--- src/design/sltc_defs.vh ---
// constants for the scan line timing core
`ifndef SLTC_DEFS_VH
`define SLTC_DEFS_VH
`define SLTC_CTRL_SOFT_RESET_BIT 5
`define SLTC_CTRL_SCAN_VAL 8'h03
`define SLTC_CTRL_IDLE_VAL 8'h00
`define SLTC_MCLK_CODE_W 6
`define SLTC_MCLK_CODE_MAX 6'h3f
`define SLTC_PIX_W 14
`define SLTC_GAIN_W 16
`define SLTC_GAIN_SHIFT 14
`define SLTC_LINE_W 14
`define SLTC_LINE_MAX 14'h3fff
`define SLTC_ADDR_W 14
`define SLTC_ADDR_MAX 14'h3fff
`define SLTC_ADDR_LEGAL_RST 14'h3fff
`define SLTC_PHASE_W 5
`define SLTC_PIXRATE_PHASES 5'h18
`define SLTC_LINERATE_PHASES 5'h08
`define SLTC_STRETCH_W 4
`define SLTC_FILL_W 8
`define SLTC_HDIV_W 4
`define SLTC_STEP_W 8
`endif

--- src/design/sltc_clk_div.v ---
// half-step core clock divider producing a one-cycle enable
`timescale 1ns/1ns
module sltc_clk_div (
  input wire clk_i,
  input wire reset_i,
  input wire [5:0] code_i,
  output reg tick_o
);
  // ratio = 1 + code/2, counted in half periods: 2 + code halves
  reg [7:0] acc_r;
  wire [7:0] period_half;
  assign period_half = {2'h0, code_i} + 8'h02;
  always @(posedge clk_i) begin
    if (reset_i) begin
      acc_r <= 8'h00;
      tick_o <= 1'b0;
    end else if (acc_r + 8'h02 >= period_half) begin
      acc_r <= acc_r + 8'h02 - period_half;
      tick_o <= 1'b1;
    end else begin
      acc_r <= acc_r + 8'h02;
      tick_o <= 1'b0;
    end
  end
endmodule

--- src/design/sltc_core.v ---
// scan line timing core: sensor timing, dataport addressing, gain, fill
//
// What this block does
// - stretch setting zero turns fast/slow line pairs off
// - core divide ratio is one plus half code
// - divider codes 0..63, ratio 1.0..32.5
// - gain multiplies literally, zero gives zero
// - soft reset halts external memory refresh
// - soft reset is control bit 5
// - line end cuts reset and clamp pulses
// - address wraps after highest legal, and after 0x3fff
// - phase settings 0..23 or 0..7 by mode
// - may skip one fewer full step
// - reverse in line-rate colour halts red
// - fill counter survives scan start
// - lines up to 16384 pixels per colour
`timescale 1ns/1ns
`include "sltc_defs.vh"
module sltc_core (
  input wire clk_i,
  input wire reset_i,
  input wire [7:0] ctrl_i,
  input wire [5:0] mclk_code_i,
  input wire line_rate_mode_i,
  input wire [3:0] horizontal_resolution_divider_i,
  input wire [3:0] integration_time_stretch_i,
  input wire dual_sample_mode_i,
  input wire [4:0] rst_on_i,
  input wire [4:0] rst_off_i,
  input wire [4:0] cp1_on_i,
  input wire [4:0] cp1_off_i,
  input wire [4:0] cp2_on_i,
  input wire [4:0] cp2_off_i,
  input wire [4:0] ref_sample_i,
  input wire [4:0] sig_sample_i,
  input wire [13:0] line_end_i,
  input wire [13:0] data_start_i,
  input wire [13:0] data_end_i,
  input wire [13:0] stored_phase_difference_i,
  input wire [13:0] addr_load_val_i,
  input wire addr_load_i,
  input wire addr_step_i,
  input wire [13:0] addr_legal_max_i,
  input wire [13:0] pixel_i,
  input wire [15:0] gain_coef_i,
  input wire [7:0] scan_step_size_i,
  input wire [7:0] feed_step_size_i,
  input wire [7:0] skip_steps_i,
  input wire reverse_en_i,
  input wire line_read_i,
  output reg core_tick_o,
  output reg pixel_tick_o,
  output reg sensor_reset_pulse_o,
  output reg clamp_pulse_one_o,
  output reg clamp_pulse_two_o,
  output reg ref_sample_o,
  output reg sig_sample_o,
  output reg line_end_o,
  output reg data_valid_o,
  output reg [13:0] pixel_index_o,
  output reg [13:0] pixel_o,
  output reg [13:0] dataport_addr_o,
  output reg [7:0] fill_count_o,
  output reg [7:0] skip_left_o,
  output reg [1:0] colour_o,
  output reg halted_red_o,
  output reg refresh_en_o,
  output reg coef_write_ok_o
);
  wire soft_rst;
  wire scanning;
  wire ctick;
  reg [4:0] phase_r;
  reg [3:0] hdiv_r;
  reg [3:0] stretch_r;
  reg slow_r;
  reg [13:0] line_pos_r;
  wire [4:0] phase_last;
  wire [3:0] stretch_eff;
  wire pix_end;
  wire line_done;
  wire [29:0] prod;
  reg scanning_q_r;

  // control value 0x20 holds the core in soft reset
  assign soft_rst = reset_i | ctrl_i[`SLTC_CTRL_SOFT_RESET_BIT];
  assign scanning = (ctrl_i == `SLTC_CTRL_SCAN_VAL);

  sltc_clk_div u_div (
    .clk_i(clk_i),
    .reset_i(soft_rst),
    .code_i(mclk_code_i),
    .tick_o(ctick)
  );

  function [4:0] phase_top;
    input lr;
    begin
      phase_top = lr ? (`SLTC_LINERATE_PHASES - 5'h01) :
                       (`SLTC_PIXRATE_PHASES - 5'h01);
    end
  endfunction

  // pulse window test shared by reset and clamp pulses
  function in_win;
    input [4:0] ph;
    input [4:0] on;
    input [4:0] off;
    begin
      if (on <= off)
        in_win = (ph >= on) && (ph < off);
      else
        in_win = (ph >= on) || (ph < off);
    end
  endfunction

  // fast lines of a stretched pair are read out but not digitised
  function slow_r_fast_skip;
    input s;
    begin
      slow_r_fast_skip = (integration_time_stretch_i != 4'h0) & ~s;
    end
  endfunction

  assign phase_last = phase_top(line_rate_mode_i);
  // stretch of zero behaves as one
  assign stretch_eff = (integration_time_stretch_i == 4'h0) ? 4'h1 :
                       integration_time_stretch_i;
  assign pix_end = ctick && (phase_r == phase_last);
  assign line_done = pix_end && (line_pos_r >= line_end_i);
  // product kept only for visibility; no check is made on it
  assign prod = {24'h0, mclk_code_i} * 30'h1;

  // pixel phase counter; during stretched lines the pixel pace slows
  always @(posedge clk_i) begin
    if (soft_rst) begin
      phase_r <= 5'h00;
      stretch_r <= 4'h0;
    end else if (ctick) begin
      if (phase_r >= phase_last) begin
        if (slow_r && stretch_r < stretch_eff - 4'h1) begin
          stretch_r <= stretch_r + 4'h1;
        end else begin
          stretch_r <= 4'h0;
          phase_r <= 5'h00;
        end
      end else begin
        phase_r <= phase_r + 5'h01;
      end
    end
  end

  wire pix_adv;
  assign pix_adv = pix_end && (!slow_r || stretch_r >= stretch_eff - 4'h1);

  // line position; alternating fast/slow lines when stretch is on
  always @(posedge clk_i) begin
    if (soft_rst) begin
      line_pos_r <= 14'h0000;
      slow_r <= 1'b0;
      hdiv_r <= 4'h0;
    end else if (pix_adv) begin
      if (line_pos_r >= line_end_i || line_pos_r == `SLTC_LINE_MAX) begin
        line_pos_r <= 14'h0000;
        slow_r <= (integration_time_stretch_i != 4'h0) & ~slow_r;
        hdiv_r <= 4'h0;
      end else begin
        line_pos_r <= line_pos_r + 14'h0001;
        if (hdiv_r + 4'h1 >= horizontal_resolution_divider_i)
          hdiv_r <= 4'h0;
        else
          hdiv_r <= hdiv_r + 4'h1;
      end
    end
  end

  wire in_data;
  wire lend;
  assign in_data = (line_pos_r >= data_start_i) &&
                   (line_pos_r < data_end_i);
  assign lend = pix_adv && (line_pos_r >= line_end_i);

  // sensor pulses; line end forces them off regardless of window
  always @(posedge clk_i) begin
    if (soft_rst || lend) begin
      sensor_reset_pulse_o <= 1'b0;
      clamp_pulse_one_o <= 1'b0;
      clamp_pulse_two_o <= 1'b0;
      ref_sample_o <= 1'b0;
      sig_sample_o <= 1'b0;
    end else begin
      sensor_reset_pulse_o <= in_win(phase_r, rst_on_i, rst_off_i);
      clamp_pulse_one_o <= in_win(phase_r, cp1_on_i, cp1_off_i);
      clamp_pulse_two_o <= in_win(phase_r, cp2_on_i, cp2_off_i);
      ref_sample_o <= ctick && dual_sample_mode_i &&
                      (phase_r == ref_sample_i);
      sig_sample_o <= ctick && (phase_r == sig_sample_i);
    end
  end

  // pixel path: literal gain, code zero yields zero
  wire [29:0] gprod;
  assign gprod = pixel_i * gain_coef_i;
  always @(posedge clk_i) begin
    if (soft_rst) begin
      core_tick_o <= 1'b0;
      pixel_tick_o <= 1'b0;
      line_end_o <= 1'b0;
      data_valid_o <= 1'b0;
      pixel_index_o <= 14'h0000;
      pixel_o <= 14'h0000;
    end else begin
      core_tick_o <= ctick;
      pixel_tick_o <= pix_adv;
      line_end_o <= lend;
      data_valid_o <= pix_adv && in_data && !slow_r_fast_skip(slow_r) &&
                      (hdiv_r == 4'h0);
      pixel_index_o <= line_pos_r;
      if (gprod[29:`SLTC_GAIN_SHIFT] > 30'h3fff)
        pixel_o <= 14'h3fff;
      else
        pixel_o <= gprod[27:14];
    end
  end

  // dataport address: wrap from the legal top, or from 0x3fff when above it
  always @(posedge clk_i) begin
    if (reset_i) begin
      dataport_addr_o <= 14'h0000;
    end else if (addr_load_i) begin
      dataport_addr_o <= addr_load_val_i;
    end else if (addr_step_i) begin
      if (dataport_addr_o == addr_legal_max_i)
        dataport_addr_o <= 14'h0000;
      else
        dataport_addr_o <= dataport_addr_o + 14'h0001;
    end
  end

  // fill counter: only soft reset clears it, scan start leaves it
  always @(posedge clk_i) begin
    if (soft_rst) begin
      fill_count_o <= 8'h00;
    end else if (lend && !slow_r_fast_skip(slow_r) && !line_read_i) begin
      fill_count_o <= fill_count_o + 8'h01;
    end else if (line_read_i && !lend && fill_count_o != 8'h00) begin
      fill_count_o <= fill_count_o - 8'h01;
    end
  end

  // motor start skip, colour sequence, halt on red when reversing
  always @(posedge clk_i) begin
    if (soft_rst) begin
      scanning_q_r <= 1'b0;
      skip_left_o <= 8'h00;
      colour_o <= 2'h0;
      halted_red_o <= 1'b0;
    end else begin
      scanning_q_r <= scanning;
      if (scanning && !scanning_q_r) begin
        // first step is taken at start, so one fewer gets skipped
        skip_left_o <= (skip_steps_i == 8'h00) ? 8'h00 :
                       skip_steps_i - 8'h01;
        colour_o <= 2'h0;
        halted_red_o <= 1'b0;
      end else if (scanning) begin
        if (lend && skip_left_o != 8'h00)
          skip_left_o <= skip_left_o - 8'h01;
        if (lend && line_rate_mode_i)
          colour_o <= (colour_o == 2'h2) ? 2'h0 : colour_o + 2'h1;
      end else if (scanning_q_r) begin
        halted_red_o <= 1'b1;
        if (reverse_en_i && line_rate_mode_i)
          colour_o <= 2'h0;
      end
    end
  end

  // refresh stops under soft reset; writes allowed only when idle
  always @(posedge clk_i) begin
    if (reset_i) begin
      refresh_en_o <= 1'b0;
      coef_write_ok_o <= 1'b0;
    end else begin
      refresh_en_o <= ~ctrl_i[`SLTC_CTRL_SOFT_RESET_BIT];
      coef_write_ok_o <= (ctrl_i == `SLTC_CTRL_IDLE_VAL);
    end
  end

  wire unused_ok;
  assign unused_ok = ^{prod, scan_step_size_i, feed_step_size_i,
                       stored_phase_difference_i, line_done};
endmodule

--- config.mk ---
export PLATFORM = sky130hd
export DESIGN_NAME = sltc_core
export DESIGN_NICKNAME = d
export VERILOG_FILES = /design/src/design/sltc_clk_div.v /design/src/design/sltc_core.v
export VERILOG_INCLUDE_DIRS = /design/src /design/src/design
export SDC_FILE = /design/constraint.sdc
export NUM_CORES = 1
export LEC_CHECK = 0
export BUFFER_PORTS_ARGS = -buffer_cell sky130_fd_sc_hd__clkbuf_2
export CELL_PAD_IN_SITES_DETAIL_PLACEMENT = 1
export CELL_PAD_IN_SITES_GLOBAL_PLACEMENT = 1
export CORE_MARGIN = 2
export CORE_UTILIZATION = 38
export DETAILED_ROUTE_END_ITERATION = 6
export GPL_ROUTABILITY_DRIVEN = 0
export PLACE_DENSITY = 0.81
export SYNTH_ARGS = -nofsm -noshare
export SYNTH_HDL_FRONTEND = slang
export SYNTH_SLANG_ARGS = --single-unit
--- constraint.sdc ---
create_clock -name clk_i -period 8.8 [get_ports clk_i]
set_clock_uncertainty 0.2 [all_clocks]
set_input_delay 1.76 -clock clk_i [delete_from_list [all_inputs] [get_ports clk_i]]
set_output_delay 1.76 -clock clk_i [all_outputs]
set_load 0.05 [all_outputs]
-- Yosys cells after proc, flatten, opt, wreduce, memory -nomap -nowiden
Index checks and enable logic that the tools add are counted.
- $add $sub $neg: 14
- $mul: 1
- $lt $le $gt $ge: 18
- eq/ne operators: 9
- multiplexer cells: 28
- bitwise logic cells: 5
- reduce and logical (&&, ||, !) cells: 53
- operators with widths (cell ; count):
    14-bit 2-to-1 mux ; 5
    8-bit 2-to-1 mux ; 7
    14-bit by 16-bit multiplier with 30-bit output ; 1
    14-bit by 1-bit adder with 14-bit output, second input constant ; 2
    14-bit >= comparator ; 2
    8-bit by 1-bit subtractor with 8-bit output, second input constant ; 3
    1-bit logical AND ; 22
    5-bit >= comparator ; 4
    16-bit by 14-bit > comparator with 1-bit output, second input constant ; 1
    8-bit logical NOT ; 2
    4-bit 2-to-1 mux ; 4
    8-bit nonzero test ; 2
    5-bit equality test ; 3
    5-bit <= comparator ; 3
    5-bit less-than comparator ; 3
    5-bit 2-to-1 mux ; 3
    14-bit equality test ; 1
    14-bit equality test, second input constant ; 1
    14-bit less-than comparator ; 1
    2-bit nonzero test ; 6
    2-bit 2-to-1 mux ; 5
    2-bit AND reduction ; 5
    4-bit by 1-bit adder with 4-bit output, second input constant ; 2
    8-bit by 1-bit adder with 8-bit output, second input constant ; 1
    other kinds (23) ; 39
- register bits after elaboration: 110
- input bits: 208
- output and inout port bits: 72

-- Longest topological paths before layout
- depth after elaboration: 12
- gate-level depth with buffers: 25
- depth with buffers taken out: 23

-- Cells and area by module
From an unflattened synthesis, not the netlist that was laid out.
- cell total of the unflattened synthesis: 1761
- area total of the unflattened synthesis: 14965.6 µm²
- by module, submodules not included (module ; times used ; cells each ; area each (µm²) ; seq. area each (µm²)):
    sltc_core ; 1 ; 1664 ; 14113.5 ; 2021.9
    sltc_clk_div ; 1 ; 97 ; 852.1 ; 180.2

-- Worst setup path after synthesis
No wires, ideal clock.
- kind: input to register
- start: input pixel_i[10]
- end: register pixel_o[10]
- library setup time: 58 ps
- arrival: 7752 ps
- required time: 8542 ps
- path slack: 791 ps
- stages on the path: 22
- buffers on the path: 2
- cell sequence: clkbuf_1 -> nand2_1 -> fa_1 -> inv_1 -> fa_1 -> fa_1 -> fa_1 -> fa_1 -> inv_1 -> fa_1 -> inv_1 -> ha_1 -> a21o_1 -> a211o_1 -> a41o_1 -> o221ai_1 -> o21ai_2 -> a41oi_1 -> xor2_1 -> a311oi_2 -> buf_6 -> a21o_1
- cells in the longest elaborated chain, start to end: 3
- RTL lines (what ; line ; source):
    from (decl) ; sltc_core.v:44 ; input wire [13:0] pixel_i,
    14-bit by 16-bit multiplier with 30-bit output * ; sltc_core.v:203 ; assign gprod = pixel_i * gain_coef_i;
    16-bit by 14-bit > comparator with 1-bit output ; sltc_core.v:219 ; if (gprod[29:`SLTC_GAIN_SHIFT] > 30'h3fff)
    14-bit 2-to-1 mux * ; sltc_core.v:219 ;
    to (signal assigned) ; sltc_core.v:222 ; pixel_o <= gprod[27:14];
    to (decl) ; sltc_core.v:61 ; output reg [13:0] pixel_o,
Mark *: on every way between the ends. The rest lies on a longest branch, timed or not.
A chain may end at the register's enable or synchronous reset.

-- Worst setup path in the final report
- start: input gain_coef_i[7]
- end: register pixel_o[12]
- cells in the longest elaborated chain, start to end: 3
- RTL lines (what ; line ; source):
    from (decl) ; sltc_core.v:45 ; input wire [15:0] gain_coef_i,
    14-bit by 16-bit multiplier with 30-bit output * ; sltc_core.v:203 ;
    16-bit by 14-bit > comparator with 1-bit output ; sltc_core.v:219 ;
    14-bit 2-to-1 mux * ; sltc_core.v:219 ;
Marked as above.

==> summary.txt <==
initial antenna violation count = 1
Slew Limit Fails = 0
slowest CP cell = a311oi_2
IR Drop Worst-Case VDD = 0.000361 V
HPWL after detailed placement = 36.3 mm
Row Count = 72
crit path from = gain_coef_i[7]
Detailed Routing Iterations Pass 1 = 5
EDFF count, synth = 0
power per cell area = 282 nW/µm²
clk_lat worst skew = 0.36 ns
Detailed Route Iter0 Violations = 443
Setup Buffers After CTS = 0
setup violators final = 0
Worst setup EP type = register
Ys Warns = 0
residual overflow from global routing = 0
die area = 40500 µm²
Avg Inst Size Synth = 8.54 µm²
share of synthesized registers carrying an async set or reset = 0
Max Root-Sink Buffers = 2
first-pass GRT wire length = 71.0 mm
RSZ-0062 raised after global routing = false
Final period util = 0.957
number of diodes = 0
most used cell, CP = fa_1
routed vias = 12.9k
routed vias/inst = 5.13
die height = 201 µm
CP Launch Type = primary input
mean routed wirelength per cell = 17.2 µm
Critical Path RT = 8.90 ns
outcome = finished clean
Primary FF master, synth = dfxtp_1
clk sinks = 110
Final Cell Area = 17100 µm²
delay of the slowest critical-path stage = 0.91 ns
CTS tree = done
post-synth cell types = 70
Hold Violations, Final = 0
Placed Area = 16800 µm²
root buf cell = clkbuf_16
Syn Std Cell Area = 14800 µm²
post-synthesis sequential area ratio = 0.149
Lkg Pwr = 9.18 nW
NumNets Final = 2565
crit path DAT = 8.52 ns
beginning of the worst hold path = halted_red_o
DR DRC count = 0
post_cts resized = 0
Clock Pin Slew Worst Setup and Hold Paths = 0.08 ns
htree depth = 3
largest net degree at the start of global routing = 41
Max Fclk = 119 MHz
Core Region = 38600 µm²
Max-cap violations = 0
CP Class = primary input to register
DRT antenna net count = 0
vias in the first global route = 14.2k
Ports = 280
Initial Util = 0.384
HP Class = register to register
ratio of cells with drive above 1 in the final layout = 0.163
number of port buffers = 249
CTS buffer count = 9
CP max FO = 14
FF+latch count, synth = 110
Area Overhead vs Synth = 15.8%
setup TNS = 0 ns
Critical Path, Cell by Cell = clkbuf_2, nand2_1, fa_1, fa_1, inv_1, fa_1, fa_1, fa_1, inv_1, fa_1, inv_1, ha_1, a21o_1, a211o_1, a41o_1, o221ai_1, o21ai_2, a41oi_1, xor2_1, a311oi_2, a31o_1
DRT Wirelength = 43.1 mm
relative slew slack = 0.295
R2R Path Start = phase_r[1]
Post-Syn Instances = 1732
worst slew pin tran = 1.06 ns
Die X = 201 µm
fin crit period = 8.42 ns
Syn Nets = 2315
Post-CTS Hold Buffers = 0
GRT Total Usage = 0.215
==> cell type report <==
cell class,instances,area [µm²]
clock buffer,10,239
clock inverter,6,90.1
fill,4739,21400
inverter,281,1050
multi-input combinational,1290,11300
sequential,110,2200
tap,518,648
timing repair buffer,290,1550
==> state kept, by name (all words and copies together), names as in the netlist, 2 cells and up <==
register,cells
line_pos_r,14
phase_r,5
dataport_addr_o,14
u_div.acc_r,8
pixel_index_o,14
fill_count_o,8
pixel_o,14
hdiv_r,4
stretch_r,4
colour_o,2
skip_left_o,8
==> critical path: cells and delay by family <==
family,cells,cell delay (ns)
buffers and inverters,4,0.50
AOI/OAI and AO/OA,8,2.47
xor gates and xnor gates,1,0.11
adders and majority gates,7,3.50
and+or+nand+nor,1,0.15
==> metrics by stage <==
| step | hold slack [ns] | worst slack [ns] | instances | util | power (mW) |
|---|---|---|---|---|---|
| 3_3_place_gp | 0.243 | 0.151 | 2489 | 0.436 | 4.24 |
| 2_1_floorplan | 0.254 | 0.791 | 1732 | - | 3.29 |
| 4_1_cts | 0.279 | 0.390 | 2505 | 0.444 | 4.89 |
| 3_5_place_dp | 0.259 | 0.0313 | 2489 | 0.436 | 4.38 |
| 6_report | 0.275 | 0.375 | 2505 | 0.444 | 4.84 |
| 5_1_grt | 0.336 | 0.0218 | 2505 | 0.444 | 5.37 |
==> worst paths after layout <==
check | cells past startpoint | end | slack [ns]
setup reg to reg | 14 | fill_count_o[7] | 3.97
hold reg to reg | 2 | halted_red_o | 0.27
setup / recovery | 21 | pixel_o[12] | 0.38
hold / removal | 2 | halted_red_o | 0.27
==> cells in the final DEF, fill, tap and decap left out, types with 3 or more instances in the layout <==
| master | instances |
|---|---|
| a21o_1 | 54 |
| a21oi_1 | 78 |
| o21bai_1 | 4 |
| or3_1 | 3 |
| a221oi_1 | 3 |
| nor3_1 | 18 |
| dfxtp_1 | 110 |
| nand2_1 | 174 |
| xnor2_1 | 38 |
| a22oi_1 | 3 |
| fa_1 | 166 |
| nor2_1 | 102 |
| inv_1 | 280 |
| and3_1 | 11 |
| o221ai_1 | 3 |
| a21boi_0 | 4 |
| buf_4 | 41 |
| clkbuf_16 | 9 |
| o22ai_1 | 5 |
| a211oi_1 | 5 |
| or2_2 | 3 |
| a31oi_1 | 4 |
| o21ai_0 | 38 |
| xor2_1 | 57 |
| nand3_1 | 35 |
| mux2i_1 | 15 |
| nor4_1 | 16 |
| o211ai_1 | 5 |
| nor3b_1 | 4 |
| nand4_1 | 13 |
| ha_1 | 209 |
| clkbuf_2 | 249 |
| nor2b_1 | 25 |
| and2_1 | 119 |
| nand2b_1 | 27 |
| o21a_1 | 3 |
| maj3_1 | 3 |
==> synth_stat cells (49+ instances only) <==
cell,n,share of area
fa_1,166,0.22
nor2_1,102,0.026
ha_1,209,0.18
clkbuf_1,49,0.012
inv_1,280,0.071
dfxtp_1,110,0.15
a21o_1,54,0.027
nand2_1,174,0.044
and2_1,119,0.050
xor2_1,57,0.034
a21oi_1,78,0.026
==> layer usage <==
metal | vias to the layer above | global-route usage | share of wire
met2 | 232 | 0.405 | 0.53
met4 | 0 | 0.0565 | 0.024
met3 | 64 | 0.0277 | 0.033
li1 | 6102 | - | -
met1 | 6456 | 0.257 | 0.41
met5 | - | 0 | 0
==> cells by family (layout without fill, tap and decap cells) <==
logic type,count (synthesis),in the layout,synth area share
and+or+nand+nor,560,560,0.188
adders and majority gates,378,378,0.403
buffers and inverters,332,587,0.0848
AOI/OAI and AO/OA,241,241,0.108
DFF,110,110,0.149
xor gates and xnor gates,95,95,0.0562
muxes,16,16,0.0109
==> power by group <==
part / total, mW / switching, mW / internal (mW)
combinational: 3.81 / 2.17 / 1.64
sequential: 0.565 / 0.0237 / 0.542
clock: 0.462 / 0.202 / 0.259
(Power assumes the default switching activity.)
